## src/design/tmr_pkg.sv

```systemverilog
/*
  shared constants for the timer pair: register addresses, field positions,
  reset values, mode and prescale encodings, divide ratios.
  assumes nothing of its surroundings; imported by the timer pair and its prescaler.
*/
package tmr_pkg;

  // ----------------------------------------------------------------------
  // register addresses on the special-function bus
  // ----------------------------------------------------------------------
  localparam logic [7:0] ADDR_TIMER_RUN_FLAG_CONTROL = 8'h88;
  localparam logic [7:0] ADDR_TIMER_MODE_SELECT_REG = 8'h89;
  localparam logic [7:0] ADDR_TL0 = 8'h8A;
  localparam logic [7:0] ADDR_TL1 = 8'h8B;
  localparam logic [7:0] ADDR_TH0 = 8'h8C;
  localparam logic [7:0] ADDR_TH1 = 8'h8D;
  localparam logic [7:0] ADDR_CLOCK_CONTROL_REG = 8'h8E;

  localparam logic [7:0] REG_RESET = 8'h00;
  localparam logic [7:0] CLOCK_CONTROL_REG_MASK = 8'h0F;
  localparam logic [7:0] BYTE_ONES = 8'hFF;
  localparam logic [4:0] LOW5_ONES = 5'h1F;

  // ----------------------------------------------------------------------
  // field positions
  // ----------------------------------------------------------------------
  localparam int TF1 = 7;
  localparam int TR1 = 6;
  localparam int TF0 = 5;
  localparam int TR0 = 4;
  localparam int IE1 = 3;
  localparam int IT1 = 2;
  localparam int IE0 = 1;
  localparam int IT0 = 0;

  localparam int T0_MODE_LSB = 0;
  localparam int T0_CT = 2;
  localparam int T0_GATE = 3;
  localparam int T1_MODE_LSB = 4;
  localparam int T1_CT = 6;
  localparam int T1_GATE = 7;

  localparam int SCALE_LSB = 0;
  localparam int T0_CLK_SEL = 2;
  localparam int T1_CLK_SEL = 3;

  // ----------------------------------------------------------------------
  // encodings
  // ----------------------------------------------------------------------
  typedef enum logic [1:0] {
    MODE_13BIT = 2'h0,
    MODE_16BIT = 2'h1,
    MODE_RELOAD = 2'h2,
    MODE_SPLIT = 2'h3
  } tmr_mode_t;

  typedef enum logic [1:0] {
    SCALE_DIV12 = 2'h0,
    SCALE_DIV4 = 2'h1,
    SCALE_DIV48 = 2'h2,
    SCALE_EXT8 = 2'h3
  } scale_t;

  localparam int DIV_12 = 12;
  localparam int DIV_4 = 4;
  localparam int DIV_48 = 48;
  localparam int DIV_EXT = 8;

endpackage

```

## src/design/prescale_if.sv

```systemverilog
/*
  carrier between the timer core and its prescaler: scale choice, the
  synchronised external clock level and the returned count tick.
  assumes both ends run on the same system clock.
*/
`timescale 1ns/1ps
interface prescale_if;
  logic [1:0] scale;
  logic ext_clk;
  logic tick;

  modport ctrl (output scale, output ext_clk, input tick);
  modport gen (input scale, input ext_clk, output tick);
endinterface

```

## src/design/tmr_pair.sv

```systemverilog
/*
  timer 0 / timer 1 counter pair with run, gate, overflow and external
  interrupt flags, reached over the special-function register bus.
  assumes a single-cycle register bus on mclk_i, interrupt vector acks as
  one-cycle pulses from the core, and polarity bits from same-clock logic.
*/
// Overview of operation
// 13-bit mode: high byte holds upper eight bits, low byte bits 4..0.
// 13-bit rollover from all ones sets overflow flag, requests interrupt.
// counter select 1: count falling edges of the timer's count pin.
// counter select 0: count the internal clock chosen by clock select.
// count only when run set and gate off or gate input active.
// setting run never clears count; software preloads the start value.
// timer 1 mirrors timer 0 with its own bits and second ext input.
// 16-bit mode counts all sixteen bits, enabled like 13-bit mode.
// auto-reload: low byte counts, overflow sets flag, reloads from high.
// split mode: timer 0 low byte is an 8-bit counter with own bits.
// split mode: high byte times, run by timer 1 run, sets timer 1 flag.
// during split, timer 1 counts internally only, never sets its flag.
// timer 1 stops in mode 3, runs in modes 0 to 2 during split.
// overflow flags set by hardware, cleared by software or vectoring.
// control register at 0x88 holds flags, runs, ext-int bits; resets 0.
// ext flag set on selected edge or level; edge mode clears on vector.
// type bit 0 selects level, 1 edge; polarity from a separate bit.
// mode field: 00 13-bit, 01 16-bit, 10 reload, 11 split/inactive.
// prescaler: divide by 12, 4, 48, or external clock divided by 8.
// clock select 0 picks prescaler, 1 the system clock.
// count and gate pins synchronised before edge detection.
`timescale 1ns/1ps
module tmr_pair (
  input wire logic mclk_i,
  input wire logic rst_b_i,
  input wire logic [7:0] sfr_addr_i,
  input wire logic sfr_wr_i,
  input wire logic sfr_rd_i,
  input wire logic [7:0] sfr_wdata_i,
  output logic [7:0] sfr_rdata_o,
  input wire logic tmr_zero_count_pin_i,
  input wire logic tmr_one_count_pin_i,
  input wire logic ext_irq_zero_input_i,
  input wire logic ext_irq_one_input_i,
  input wire logic ext_clk_i,
  input wire logic ext_irq_zero_polarity_i,
  input wire logic ext_irq_one_polarity_i,
  input wire logic tmr_zero_vector_ack_i,
  input wire logic tmr_one_vector_ack_i,
  input wire logic ext_irq_zero_vector_ack_i,
  input wire logic ext_irq_one_vector_ack_i,
  output logic tmr_zero_overflow_flag_o,
  output logic tmr_one_overflow_flag_o,
  output logic ext_irq_zero_flag_o,
  output logic ext_irq_one_flag_o,
  output logic tmr_one_overflow_pulse_o
);
  import tmr_pkg::*;

  // ----------------------------------------------------------------------
  // step of one timer: {overflow, high byte, low byte}
  // ----------------------------------------------------------------------
  function automatic logic [16:0] count_step(input tmr_mode_t mode,
                                             input logic [7:0] hi,
                                             input logic [7:0] lo);
    logic [13:0] s13;
    logic [16:0] s16;
    logic [16:0] r;
    s13 = {1'b0, hi, lo[4:0]} + 14'h0001;
    s16 = {1'b0, hi, lo} + 17'h00001;
    case (mode)
      // upper low-byte bits are left as they are
      MODE_13BIT: r = {s13[13], s13[12:5], lo[7:5], s13[4:0]};
      MODE_16BIT: r = s16;
      MODE_RELOAD: begin
        if (lo == BYTE_ONES) begin
          r = {1'b1, hi, hi};
        end else begin
          r = {1'b0, hi, lo + 8'h01};
        end
      end
      default: r = {(lo == BYTE_ONES), hi, lo + 8'h01};
    endcase
    return r;
  endfunction

  // ----------------------------------------------------------------------
  // pin synchronisers and prescaler
  // ----------------------------------------------------------------------
  logic [4:0] pins_q;
  logic t0_pin;
  logic t1_pin;
  logic ext_irq_zero_input_pin;
  logic ext_irq_one_input_pin;
  logic [3:0] prev;
  logic [3:0] next_prev;
  prescale_if ps ();

  pin_sync #(.WIDTH(5)) u_sync (
    .mclk_i(mclk_i),
    .rst_b_i(rst_b_i),
    .d_i({ext_clk_i, ext_irq_one_input_i, ext_irq_zero_input_i,
          tmr_one_count_pin_i, tmr_zero_count_pin_i}),
    .q_o(pins_q)
  );

  tmr_prescaler #(.CNT_W(6)) u_pre (
    .mclk_i(mclk_i),
    .rst_b_i(rst_b_i),
    .ps(ps.gen)
  );

  // ----------------------------------------------------------------------
  // registers
  // ----------------------------------------------------------------------
  logic [7:0] timer_run_flag_control;
  logic [7:0] timer_mode_select_reg;
  logic [7:0] clock_control_reg;
  logic [7:0] tl0;
  logic [7:0] th0;
  logic [7:0] tl1;
  logic [7:0] th1;
  logic [7:0] next_timer_run_flag_control;
  logic [7:0] next_timer_mode_select_reg;
  logic [7:0] next_clock_control_reg;
  logic [7:0] next_tl0;
  logic [7:0] next_th0;
  logic [7:0] next_tl1;
  logic [7:0] next_th1;
  logic [7:0] next_rdata;
  logic next_pulse;

  // ----------------------------------------------------------------------
  // count enables
  // ----------------------------------------------------------------------
  tmr_mode_t t0_mode;
  tmr_mode_t t1_mode;
  logic split;
  logic act0;
  logic act1;
  logic t0_fall;
  logic t1_fall;
  logic t0_time_tick;
  logic t1_time_tick;
  logic t0_en;
  logic th0_en;
  logic t1_en;
  logic [16:0] step0;
  logic [16:0] step1;
  logic ovf0;
  logic th0_ovf;
  logic ovf1;
  logic edge0;
  logic edge1;
  logic wr_timer_run_flag_control;

  always_comb begin
    t0_pin = pins_q[0];
    t1_pin = pins_q[1];
    ext_irq_zero_input_pin = pins_q[2];
    ext_irq_one_input_pin = pins_q[3];
    ps.ext_clk = pins_q[4];
    ps.scale = clock_control_reg[SCALE_LSB +: 2];
    next_prev = {ext_irq_one_input_pin, ext_irq_zero_input_pin, t1_pin, t0_pin};
    t0_fall = prev[0] & ~t0_pin;
    t1_fall = prev[1] & ~t1_pin;
    act0 = ext_irq_zero_polarity_i ? ext_irq_zero_input_pin : ~ext_irq_zero_input_pin;
    act1 = ext_irq_one_polarity_i ? ext_irq_one_input_pin : ~ext_irq_one_input_pin;
    edge0 = act0 & ~(ext_irq_zero_polarity_i ? prev[2] : ~prev[2]);
    edge1 = act1 & ~(ext_irq_one_polarity_i ? prev[3] : ~prev[3]);
    t0_mode = tmr_mode_t'(timer_mode_select_reg[T0_MODE_LSB +: 2]);
    t1_mode = tmr_mode_t'(timer_mode_select_reg[T1_MODE_LSB +: 2]);
    split = (t0_mode == MODE_SPLIT);
    t0_time_tick = clock_control_reg[T0_CLK_SEL] | ps.tick;
    t1_time_tick = clock_control_reg[T1_CLK_SEL] | ps.tick;
    // gate lets an external level bracket the count for width capture
    t0_en = timer_run_flag_control[TR0] & (~timer_mode_select_reg[T0_GATE] | act0)
            & (timer_mode_select_reg[T0_CT] ? t0_fall : t0_time_tick);
    th0_en = split & timer_run_flag_control[TR1] & t0_time_tick;
    if (t1_mode == MODE_SPLIT) begin
      t1_en = 1'b0;
    end else if (split) begin
      t1_en = t1_time_tick;
    end else begin
      t1_en = timer_run_flag_control[TR1] & (~timer_mode_select_reg[T1_GATE] | act1)
              & (timer_mode_select_reg[T1_CT] ? t1_fall : t1_time_tick);
    end
    step0 = count_step(t0_mode, th0, tl0);
    step1 = count_step(t1_mode, th1, tl1);
    ovf0 = t0_en & step0[16];
    th0_ovf = th0_en & (th0 == BYTE_ONES);
    ovf1 = t1_en & step1[16];
  end

  // ----------------------------------------------------------------------
  // next register values
  // ----------------------------------------------------------------------
  always_comb begin
    wr_timer_run_flag_control = sfr_wr_i & (sfr_addr_i == ADDR_TIMER_RUN_FLAG_CONTROL);
    next_timer_mode_select_reg = (sfr_wr_i && sfr_addr_i == ADDR_TIMER_MODE_SELECT_REG) ? sfr_wdata_i : timer_mode_select_reg;
    next_clock_control_reg = (sfr_wr_i && sfr_addr_i == ADDR_CLOCK_CONTROL_REG) ?
                 (sfr_wdata_i & CLOCK_CONTROL_REG_MASK) : clock_control_reg;
    // run bit never touches the count, so counting resumes from the
    // preloaded value
    next_tl0 = t0_en ? step0[7:0] : tl0;
    if (split) begin
      next_th0 = th0_en ? th0 + 8'h01 : th0;
    end else begin
      next_th0 = t0_en ? step0[15:8] : th0;
    end
    next_tl1 = t1_en ? step1[7:0] : tl1;
    next_th1 = t1_en ? step1[15:8] : th1;
    // a software write to a count byte wins over the count that cycle
    if (sfr_wr_i && sfr_addr_i == ADDR_TL0) begin
      next_tl0 = sfr_wdata_i;
    end
    if (sfr_wr_i && sfr_addr_i == ADDR_TH0) begin
      next_th0 = sfr_wdata_i;
    end
    if (sfr_wr_i && sfr_addr_i == ADDR_TL1) begin
      next_tl1 = sfr_wdata_i;
    end
    if (sfr_wr_i && sfr_addr_i == ADDR_TH1) begin
      next_th1 = sfr_wdata_i;
    end
    next_timer_run_flag_control = wr_timer_run_flag_control ? sfr_wdata_i : timer_run_flag_control;
    // clears first, hardware sets after, so a set in the clear cycle wins
    if (tmr_zero_vector_ack_i) begin
      next_timer_run_flag_control[TF0] = 1'b0;
    end
    if (tmr_one_vector_ack_i) begin
      next_timer_run_flag_control[TF1] = 1'b0;
    end
    if (ext_irq_zero_vector_ack_i && next_timer_run_flag_control[IT0]) begin
      next_timer_run_flag_control[IE0] = 1'b0;
    end
    if (ext_irq_one_vector_ack_i && next_timer_run_flag_control[IT1]) begin
      next_timer_run_flag_control[IE1] = 1'b0;
    end
    next_timer_run_flag_control[TF0] = next_timer_run_flag_control[TF0] | ovf0;
    next_timer_run_flag_control[TF1] = next_timer_run_flag_control[TF1] | th0_ovf | (ovf1 & ~split);
    next_timer_run_flag_control[IE0] = next_timer_run_flag_control[IE0]
                     | (next_timer_run_flag_control[IT0] ? edge0 : act0);
    next_timer_run_flag_control[IE1] = next_timer_run_flag_control[IE1]
                     | (next_timer_run_flag_control[IT1] ? edge1 : act1);
    // overflow still feeds baud and peripheral users during split
    next_pulse = ovf1;
    next_rdata = sfr_rdata_o;
    if (sfr_rd_i) begin
      case (sfr_addr_i)
        ADDR_TIMER_RUN_FLAG_CONTROL: next_rdata = timer_run_flag_control;
        ADDR_TIMER_MODE_SELECT_REG: next_rdata = timer_mode_select_reg;
        ADDR_TL0: next_rdata = tl0;
        ADDR_TL1: next_rdata = tl1;
        ADDR_TH0: next_rdata = th0;
        ADDR_TH1: next_rdata = th1;
        ADDR_CLOCK_CONTROL_REG: next_rdata = clock_control_reg;
        default: next_rdata = REG_RESET;
      endcase
    end
  end

  always_ff @(posedge mclk_i or negedge rst_b_i) begin
    if (!rst_b_i) begin
      timer_run_flag_control <= REG_RESET;
      timer_mode_select_reg <= REG_RESET;
      clock_control_reg <= REG_RESET;
      tl0 <= REG_RESET;
      th0 <= REG_RESET;
      tl1 <= REG_RESET;
      th1 <= REG_RESET;
      sfr_rdata_o <= REG_RESET;
      tmr_one_overflow_pulse_o <= 1'b0;
      prev <= '0;
    end else begin
      timer_run_flag_control <= next_timer_run_flag_control;
      timer_mode_select_reg <= next_timer_mode_select_reg;
      clock_control_reg <= next_clock_control_reg;
      tl0 <= next_tl0;
      th0 <= next_th0;
      tl1 <= next_tl1;
      th1 <= next_th1;
      sfr_rdata_o <= next_rdata;
      tmr_one_overflow_pulse_o <= next_pulse;
      prev <= next_prev;
    end
  end

  always_comb begin
    tmr_zero_overflow_flag_o = timer_run_flag_control[TF0];
    tmr_one_overflow_flag_o = timer_run_flag_control[TF1];
    ext_irq_zero_flag_o = timer_run_flag_control[IE0];
    ext_irq_one_flag_o = timer_run_flag_control[IE1];
  end
endmodule

```

## src/design/pin_sync.sv

```systemverilog
/*
  two-flop synchroniser for a group of asynchronous pins.
  assumes the pins are slow against the system clock.
*/
`timescale 1ns/1ps
module pin_sync #(
  parameter int WIDTH = 5
) (
  input wire logic mclk_i,
  input wire logic rst_b_i,
  input wire logic [WIDTH-1:0] d_i,
  output logic [WIDTH-1:0] q_o
);
  logic [WIDTH-1:0] meta;
  logic [WIDTH-1:0] next_meta;
  logic [WIDTH-1:0] next_q;

  if (WIDTH < 1) begin : g_chk
    $error("pin_sync width must be positive");
  end

  always_comb begin
    next_meta = d_i;
    next_q = meta;
  end

  always_ff @(posedge mclk_i or negedge rst_b_i) begin
    if (!rst_b_i) begin
      meta <= '0;
      q_o <= '0;
    end else begin
      meta <= next_meta;
      q_o <= next_q;
    end
  end
endmodule

```

## src/design/tmr_prescaler.sv

```systemverilog
/*
  shared timer prescaler: one-cycle tick every 12, 4 or 48 system clocks,
  or every 8th rising edge of the external clock.
  assumes the external clock level arrives already synchronised.
*/
`timescale 1ns/1ps
module tmr_prescaler
  import tmr_pkg::*;
#(
  parameter int CNT_W = 6
) (
  input wire logic mclk_i,
  input wire logic rst_b_i,
  prescale_if.gen ps
);
  logic [CNT_W-1:0] cnt;
  logic [CNT_W-1:0] next_cnt;
  logic [CNT_W-1:0] limit;
  logic ext_prev;
  logic step;

  if ((2 ** CNT_W) < DIV_48) begin : g_chk
    $error("prescaler counter too narrow");
  end

  always_comb begin
    case (scale_t'(ps.scale))
      SCALE_DIV12: limit = CNT_W'(DIV_12 - 1);
      SCALE_DIV4: limit = CNT_W'(DIV_4 - 1);
      SCALE_DIV48: limit = CNT_W'(DIV_48 - 1);
      default: limit = CNT_W'(DIV_EXT - 1);
    endcase
    // external mode advances only on rising edges of the slow clock
    step = (scale_t'(ps.scale) == SCALE_EXT8) ? (ps.ext_clk & ~ext_prev)
                                             : 1'b1;
    // >= keeps a shrinking ratio from running the counter past its limit
    ps.tick = step & (cnt >= limit);
    next_cnt = cnt;
    if (step) begin
      next_cnt = (cnt >= limit) ? '0 : cnt + CNT_W'(1);
    end
  end

  always_ff @(posedge mclk_i or negedge rst_b_i) begin
    if (!rst_b_i) begin
      cnt <= '0;
      ext_prev <= 1'b0;
    end else begin
      cnt <= next_cnt;
      ext_prev <= ps.ext_clk;
    end
  end
endmodule

```

## config.mk

```make
export PLATFORM = sky130hd
export DESIGN_NAME = tmr_pair
export DESIGN_NICKNAME = d
export VERILOG_FILES = /design/src/design/tmr_pkg.sv /design/src/design/prescale_if.sv /design/src/design/tmr_pair.sv /design/src/design/pin_sync.sv /design/src/design/tmr_prescaler.sv
export SDC_FILE = /design/constraint.sdc
export NUM_CORES = 1
export LEC_CHECK = 0
export ABC_AREA = 1
export BUFFER_PORTS_ARGS = -buffer_cell sky130_fd_sc_hd__buf_2
export CELL_PAD_IN_SITES_DETAIL_PLACEMENT = 1
export CELL_PAD_IN_SITES_GLOBAL_PLACEMENT = 2
export CORE_MARGIN = 1
export CORE_UTILIZATION = 34
export CTS_CLUSTER_DIAMETER = 200
export DETAILED_ROUTE_END_ITERATION = 8
export GPL_TIMING_DRIVEN = 0
export HOLD_SLACK_MARGIN = 0.06
export PLACE_DENSITY_LB_ADDON = 0.1
export SYNTH_ARGS = -nofsm -noshare
export SYNTH_HDL_FRONTEND = slang
export SYNTH_SLANG_ARGS = --single-unit
```

## constraint.sdc

```tcl
create_clock -name mclk_i -period 2.8 [get_ports mclk_i]
set_input_delay 0.14 -clock mclk_i [delete_from_list [all_inputs] [get_ports mclk_i]]
set_output_delay 0.14 -clock mclk_i [all_outputs]
set_load 0.05 [all_outputs]
```

==> report_table.html <==
<table>
<tr><th>Metric</th><th>Value</th></tr>
<tr><th colspan="2">Global route</th></tr>
<tr><td>All-Layer GR Usage</td><td>about a quarter</td></tr>
<tr><td>Grt total ovfl</td><td>0</td></tr>
<tr><td>Number of global-route vias before repair</td><td>about 6300</td></tr>
<tr><td>Number of antenna violations at the first check in global routing</td><td>0</td></tr>
<tr><td>First-pass GRT wire length</td><td>approximately 34000 um</td></tr>
<tr><td>Maximum number of pins on one net before global-route repair</td><td>54</td></tr>
<tr><th colspan="2">STA</th></tr>
<tr><td>Hold Violations, Final</td><td>0</td></tr>
<tr><td>Setup repair after global routing missed its margin</td><td>false</td></tr>
<tr><td>Sum Neg Setup Slack</td><td>0 ns</td></tr>
<tr><td>Max-slew violation count</td><td>0</td></tr>
<tr><td>Relative max-transition margin</td><td>between 40% and 50%</td></tr>
<tr><td>Maximum achievable frequency</td><td>approximately 400 MHz</td></tr>
<tr><td>Final period util</td><td>between 90% and 100%</td></tr>
<tr><td>Min Hold Slack</td><td>about 0.085 ns</td></tr>
<tr><td>Final critical path time including I/O delays and setup</td><td>about 2.6 ns</td></tr>
<tr><td>Worst-margin pin slew</td><td>around 0.75 ns</td></tr>
<tr><td>Final count of negative-setup-slack endpoints</td><td>0</td></tr>
<tr><td>Final clock skew</td><td>around 0.011 ns</td></tr>
<tr><th colspan="2">Finish</th></tr>
<tr><td>Number of non-filler instances in the completed layout</td><td>1153</td></tr>
<tr><td>Area growth from synthesis to final layout</td><td>15.87%</td></tr>
<tr><td>Antenna fix cells</td><td>0</td></tr>
<tr><td>Layout cells sized above 1</td><td>between 10% and 20%</td></tr>
<tr><td>Number of nets in the finished design</td><td>966</td></tr>
<tr><th colspan="2">Logic synthesis</th></tr>
<tr><td>Seq/Total Area, Yosys</td><td>35.85%</td></tr>
<tr><td>Synthesized Nets</td><td>902</td></tr>
<tr><td>Avg Cell Area, Syn</td><td>6.624 um^2</td></tr>
<tr><td>Syn Inst Count</td><td>roughly 860</td></tr>
<tr><td>Post-Synthesis Cell Area</td><td>5723 um^2</td></tr>
<tr><td>Synth area leader</td><td>sky130_fd_sc_hd__dfrtp_1</td></tr>
<tr><td>Synth unique cells</td><td>36</td></tr>
<tr><td>Area share of the largest cell type after synthesis</td><td>35.85%</td></tr>
<tr><td>Yosys Warn Count</td><td>0</td></tr>
<tr><td>Post-synthesis register bit count</td><td>between 80 and 90</td></tr>
<tr><td>Dominant cells by area after synthesis</td><td>sky130_fd_sc_hd__dfrtp_1 (36%), sky130_fd_sc_hd__nand2_1 (17%), sky130_fd_sc_hd__nand3_1 (7.8%), sky130_fd_sc_hd__nor2_1 (6.6%), sky130_fd_sc_hd__inv_1 (6.5%)</td></tr>
<tr><th colspan="2">Clock network</th></tr>
<tr><td>Clock buffers created by TritonCTS</td><td>9</td></tr>
<tr><td>Deepest level of the CTS H-tree</td><td>3</td></tr>
<tr><td>Clk pin slew, worst setup/hold paths</td><td>0.07 ns</td></tr>
<tr><td>CTS Root Buffer Type</td><td>sky130_fd_sc_hd__clkbuf_16</td></tr>
<tr><td>Number of clock sinks</td><td>~80</td></tr>
<tr><td>Clock insertion delay at the later pin of the skew report</td><td>~0.36 ns</td></tr>
<tr><td>Maximum root-to-sink buffer count</td><td>2</td></tr>
<tr><td>CTS tree</td><td>built</td></tr>
<tr><th colspan="2">Place</th></tr>
<tr><td>DPL Wire Length</td><td>~17000 um</td></tr>
<tr><td>Weighted congestion at the end of routability-driven global placement</td><td>about 0.86</td></tr>
<tr><td>Port Buf Inserts</td><td>between 40 and 50</td></tr>
<tr><td>Placed instance count</td><td>between 1000 and 1500</td></tr>
<tr><th colspan="2">Pwr</th></tr>
<tr><td>Clk pwr share</td><td>34.1%</td></tr>
<tr><td>Portion of total power attributed to combinational logic</td><td>between 20% and 30%</td></tr>
<tr><td>Sum of internal, switching and leakage power</td><td>between 0.003 and 0.004 W</td></tr>
<tr><td>Maximum vdd ir drop</td><td>0.2980 mV</td></tr>
<tr><td>Power density cells</td><td>~540 nW/um^2</td></tr>
<tr><td>Reported leakage power</td><td>3.370 nW</td></tr>
<tr><td>Power dissipated by switching net loads</td><td>approximately 0.0013 W</td></tr>
<tr><td>Share of power burned in registers</td><td>a little over two fifths</td></tr>
<tr><td>Internal power of the cells</td><td>around 0.0022 W</td></tr>
<tr><td>Proportion of total power due to net switching</td><td>37.34%</td></tr>
<tr><th colspan="2">Die</th></tr>
<tr><td>Number of placement rows</td><td>47</td></tr>
<tr><td>Die Y</td><td>about 130 um</td></tr>
<tr><td>Num ports</td><td>44</td></tr>
<tr><td>Core area</td><td>roughly 17000 um^2</td></tr>
<tr><td>Chip Width</td><td>131.7 um</td></tr>
<tr><td>Total die area</td><td>about 17000 um^2</td></tr>
<tr><td>Effective utilization at floorplan</td><td>approximately a third</td></tr>
<tr><th colspan="2">Critical path</th></tr>
<tr><td>Highest net fanout along the worst path</td><td>9</td></tr>
<tr><td>Launch point of the worst path</td><td>clock_control_reg[0]</td></tr>
<tr><td>Endpoint required time on the critical path</td><td>about 3.0 ns</td></tr>
<tr><td>Endpoint class of the critical path</td><td>flip-flop</td></tr>
<tr><td>Startpoint of the worst-slack reg-to-reg timing path</td><td>clock_control_reg[0]</td></tr>
<tr><td>Endpoint arrival time on the critical path</td><td>between 2 and 3 ns</td></tr>
<tr><td>Endpoint of the worst-slack reg-to-reg timing path</td><td>th0[6]</td></tr>
<tr><td>FF-to-FF setup slack</td><td>about 0.24 ns</td></tr>
<tr><td>Type of the worst setup path</td><td>flip-flop to flip-flop</td></tr>
<tr><td>Last element of the critical path</td><td>th0[6]</td></tr>
<tr><td>Worst-case reg-to-reg path depth</td><td>12</td></tr>
<tr><td>Category of the worst setup path launch point</td><td>flip-flop</td></tr>
<tr><th colspan="2">Routing</th></tr>
<tr><td>Detailed Route WL</td><td>around 21000 um</td></tr>
<tr><td>Vias after detailed routing</td><td>6062</td></tr>
<tr><td>Number of vias per cell after detailed routing</td><td>5.258</td></tr>
<tr><td>Number of detailed-routing iterations run before antenna repair</td><td>4</td></tr>
<tr><td>Routed len/inst</td><td>18.54 um</td></tr>
<tr><td>Post-route antenna net violation count</td><td>0</td></tr>
<tr><td>Number of DRC markers in iteration 0</td><td>251</td></tr>
<tr><td>Remaining design rule violation count</td><td>0</td></tr>
<tr><th colspan="2">Worst hold path</th></tr>
<tr><td>Type of the worst min-delay path</td><td>input pin to flip-flop</td></tr>
<tr><th colspan="2">Job</th></tr>
<tr><td>Max-Cap Viols</td><td>0</td></tr>
<tr><th colspan="2">Run status</th></tr>
<tr><td>Run status</td><td>finished, final reports clean</td></tr>
</table>
==> metrics by stage <==
| stage | util [%] | instance area [um^2] | setup slack [ns] |
|---|---|---|---|
| after floorplan | - | 5723 | 0.8183 |
| after global placement | 37.57 | 6208 | 0.2150 |
| after detailed placement | 37.75 | 6238 | 0.1967 |
| after CTS | 40.12 | 6629 | 0.1907 |
| after global routing | 40.13 | 6631 | 0.03208 |
| final | 40.13 | 6631 | 0.2390 |
==> area by class of cell <==
type                    instances  area, um^2
multi-input cells             664        3187
plain buffers                  11       71.32
well taps                     220       275.3
clock buffers                   9       225.2
repair buffers                 53       340.3
flip-flops and latches         82        2052
clock inverters                 7       65.06
inverters                     107       415.4
fillers                      2164        9893
==> logic make-up (layout without fill, tap and decap cells) <==
logic type | Yosys count | count (layout) | share of synthesized area (%)
adder cells (fa/ha/maj) | 7 | 7 | 1.530
AND/OR/NAND/NOR | 505 | 505 | 39.31
XOR/XNOR | 10 | 10 | 1.530
flip-flops | 82 | 82 | 35.85
buffers and inverters | 118 | 187 | 8.505
AO/OA/AOI/OAI | 142 | 142 | 13.27
==> layout by cell type, fill, tap and decap left out, types with 3 or more instances in the layout <==
cell	instances
sky130_fd_sc_hd__nand2_1	258
sky130_fd_sc_hd__nor2_1	99
sky130_fd_sc_hd__inv_1	99
sky130_fd_sc_hd__nand3_1	89
sky130_fd_sc_hd__dfrtp_1	82
sky130_fd_sc_hd__o21ai_0	74
sky130_fd_sc_hd__buf_2	45
sky130_fd_sc_hd__a21oi_1	30
sky130_fd_sc_hd__o21ai_1	19
sky130_fd_sc_hd__nand4_1	16
sky130_fd_sc_hd__o22ai_1	11
sky130_fd_sc_hd__nand2_2	10
sky130_fd_sc_hd__dlygate4sd3_1	10
sky130_fd_sc_hd__clkbuf_16	9
sky130_fd_sc_hd__nor3_1	8
sky130_fd_sc_hd__nor2_2	7
sky130_fd_sc_hd__xor2_1	7
sky130_fd_sc_hd__inv_2	7
sky130_fd_sc_hd__ha_1	7
sky130_fd_sc_hd__nor2_8	5
sky130_fd_sc_hd__nand3b_1	4
sky130_fd_sc_hd__nand2_4	4
sky130_fd_sc_hd__inv_6	4
sky130_fd_sc_hd__xnor2_1	3
sky130_fd_sc_hd__buf_4	3
==> Yosys cell counts <==
cell,n
sky130_fd_sc_hd__inv_1,99
sky130_fd_sc_hd__nand2_1,258
sky130_fd_sc_hd__xor2_1,7
sky130_fd_sc_hd__clkbuf_1,1
sky130_fd_sc_hd__or2_2,1
sky130_fd_sc_hd__a21oi_4,1
sky130_fd_sc_hd__a31oi_1,1
sky130_fd_sc_hd__nand4_1,16
sky130_fd_sc_hd__nand3b_1,4
sky130_fd_sc_hd__a21oi_1,30
sky130_fd_sc_hd__nor2_1,100
sky130_fd_sc_hd__o211ai_1,2
sky130_fd_sc_hd__bufinv_8,1
sky130_fd_sc_hd__o21ai_2,2
sky130_fd_sc_hd__o21a_1,1
sky130_fd_sc_hd__nor2_8,5
sky130_fd_sc_hd__nand3_2,1
sky130_fd_sc_hd__inv_2,7
sky130_fd_sc_hd__o21ai_1,19
sky130_fd_sc_hd__o22ai_1,11
sky130_fd_sc_hd__nor2_4,2
sky130_fd_sc_hd__buf_6,2
sky130_fd_sc_hd__o21ai_0,74
sky130_fd_sc_hd__buf_2,4
sky130_fd_sc_hd__clkbuf_2,2
sky130_fd_sc_hd__xnor2_1,3
sky130_fd_sc_hd__ha_1,7
sky130_fd_sc_hd__nand3_1,89
sky130_fd_sc_hd__nor2_2,6
sky130_fd_sc_hd__dfrtp_1,82
sky130_fd_sc_hd__nor3_1,8
sky130_fd_sc_hd__buf_4,2
sky130_fd_sc_hd__nand2_4,4
sky130_fd_sc_hd__and3_1,1
sky130_fd_sc_hd__nand2_2,10
sky130_fd_sc_hd__o211ai_2,1
==> power groups by stage <==
| stage | registers [W] | clock network (W) | logic [W] |
|---|---|---|---|
| 2_1_floorplan | 0.00146 | 0 | 0.000553 |
| 3_3_place_gp | 0.00150 | 0 | 0.000793 |
| 3_5_place_dp | 0.00151 | 0 | 0.000830 |
| 4_1_cts | 0.00149 | 0.00124 | 0.000855 |
| 5_1_grt | 0.00151 | 0.00130 | 0.000966 |
| 6_report | 0.00149 | 0.00121 | 0.000853 |
==> timing repair <==
item                                   4_1_cts  5_1_grt
hold buffers                                10        0
buffers inserted                             0        0
setup endpoints to repair                    0        2
endpoints found under the hold margin       38        0
resized for setup                            0        1
==> critical path, cell delays in order, from the launching register on <==
cell                      delay [ns]
sky130_fd_sc_hd__dfrtp_1        0.46
sky130_fd_sc_hd__or2_2          0.32
sky130_fd_sc_hd__ha_1           0.27
sky130_fd_sc_hd__inv_1          0.07
sky130_fd_sc_hd__nor2_1         0.05
sky130_fd_sc_hd__nor2_1         0.14
sky130_fd_sc_hd__nand2_1        0.11
sky130_fd_sc_hd__nand2_2        0.16
sky130_fd_sc_hd__nand2_1        0.16
sky130_fd_sc_hd__a21oi_4        0.37
sky130_fd_sc_hd__nand2_4        0.17
sky130_fd_sc_hd__nand3_1        0.11
sky130_fd_sc_hd__nand2_1        0.05
==> worst min path at each step <==
stage,from,to,slack [ns],cells past startpoint
3_5_place_dp,rst_b_i,u_pre.cnt[2],0.11,1
4_1_cts,sfr_wdata_i[7],th1[7],0.08,3
6_report,tmr_one_vector_ack_i,timer_run_flag_control[7],0.09,4
5_1_grt,sfr_wdata_i[7],th1[7],0.08,3
3_3_place_gp,ext_irq_one_input_i,u_sync.meta[3],0.25,1
2_1_floorplan,rst_b_i,clock_control_reg[0],-0.16,0
==> routing by layer <==
metal | global-route usage, % | vias to the layer above | wire length, um
li1 | - | 2936 | -
met1 | 31.30 | 2972 | 9286
met2 | 45.71 | 111 | 10780
met3 | 3.806 | 43 | 599
met4 | 10.85 | 0 | 708
met5 | 0 | - | 0
(Power assumes the default switching activity.)
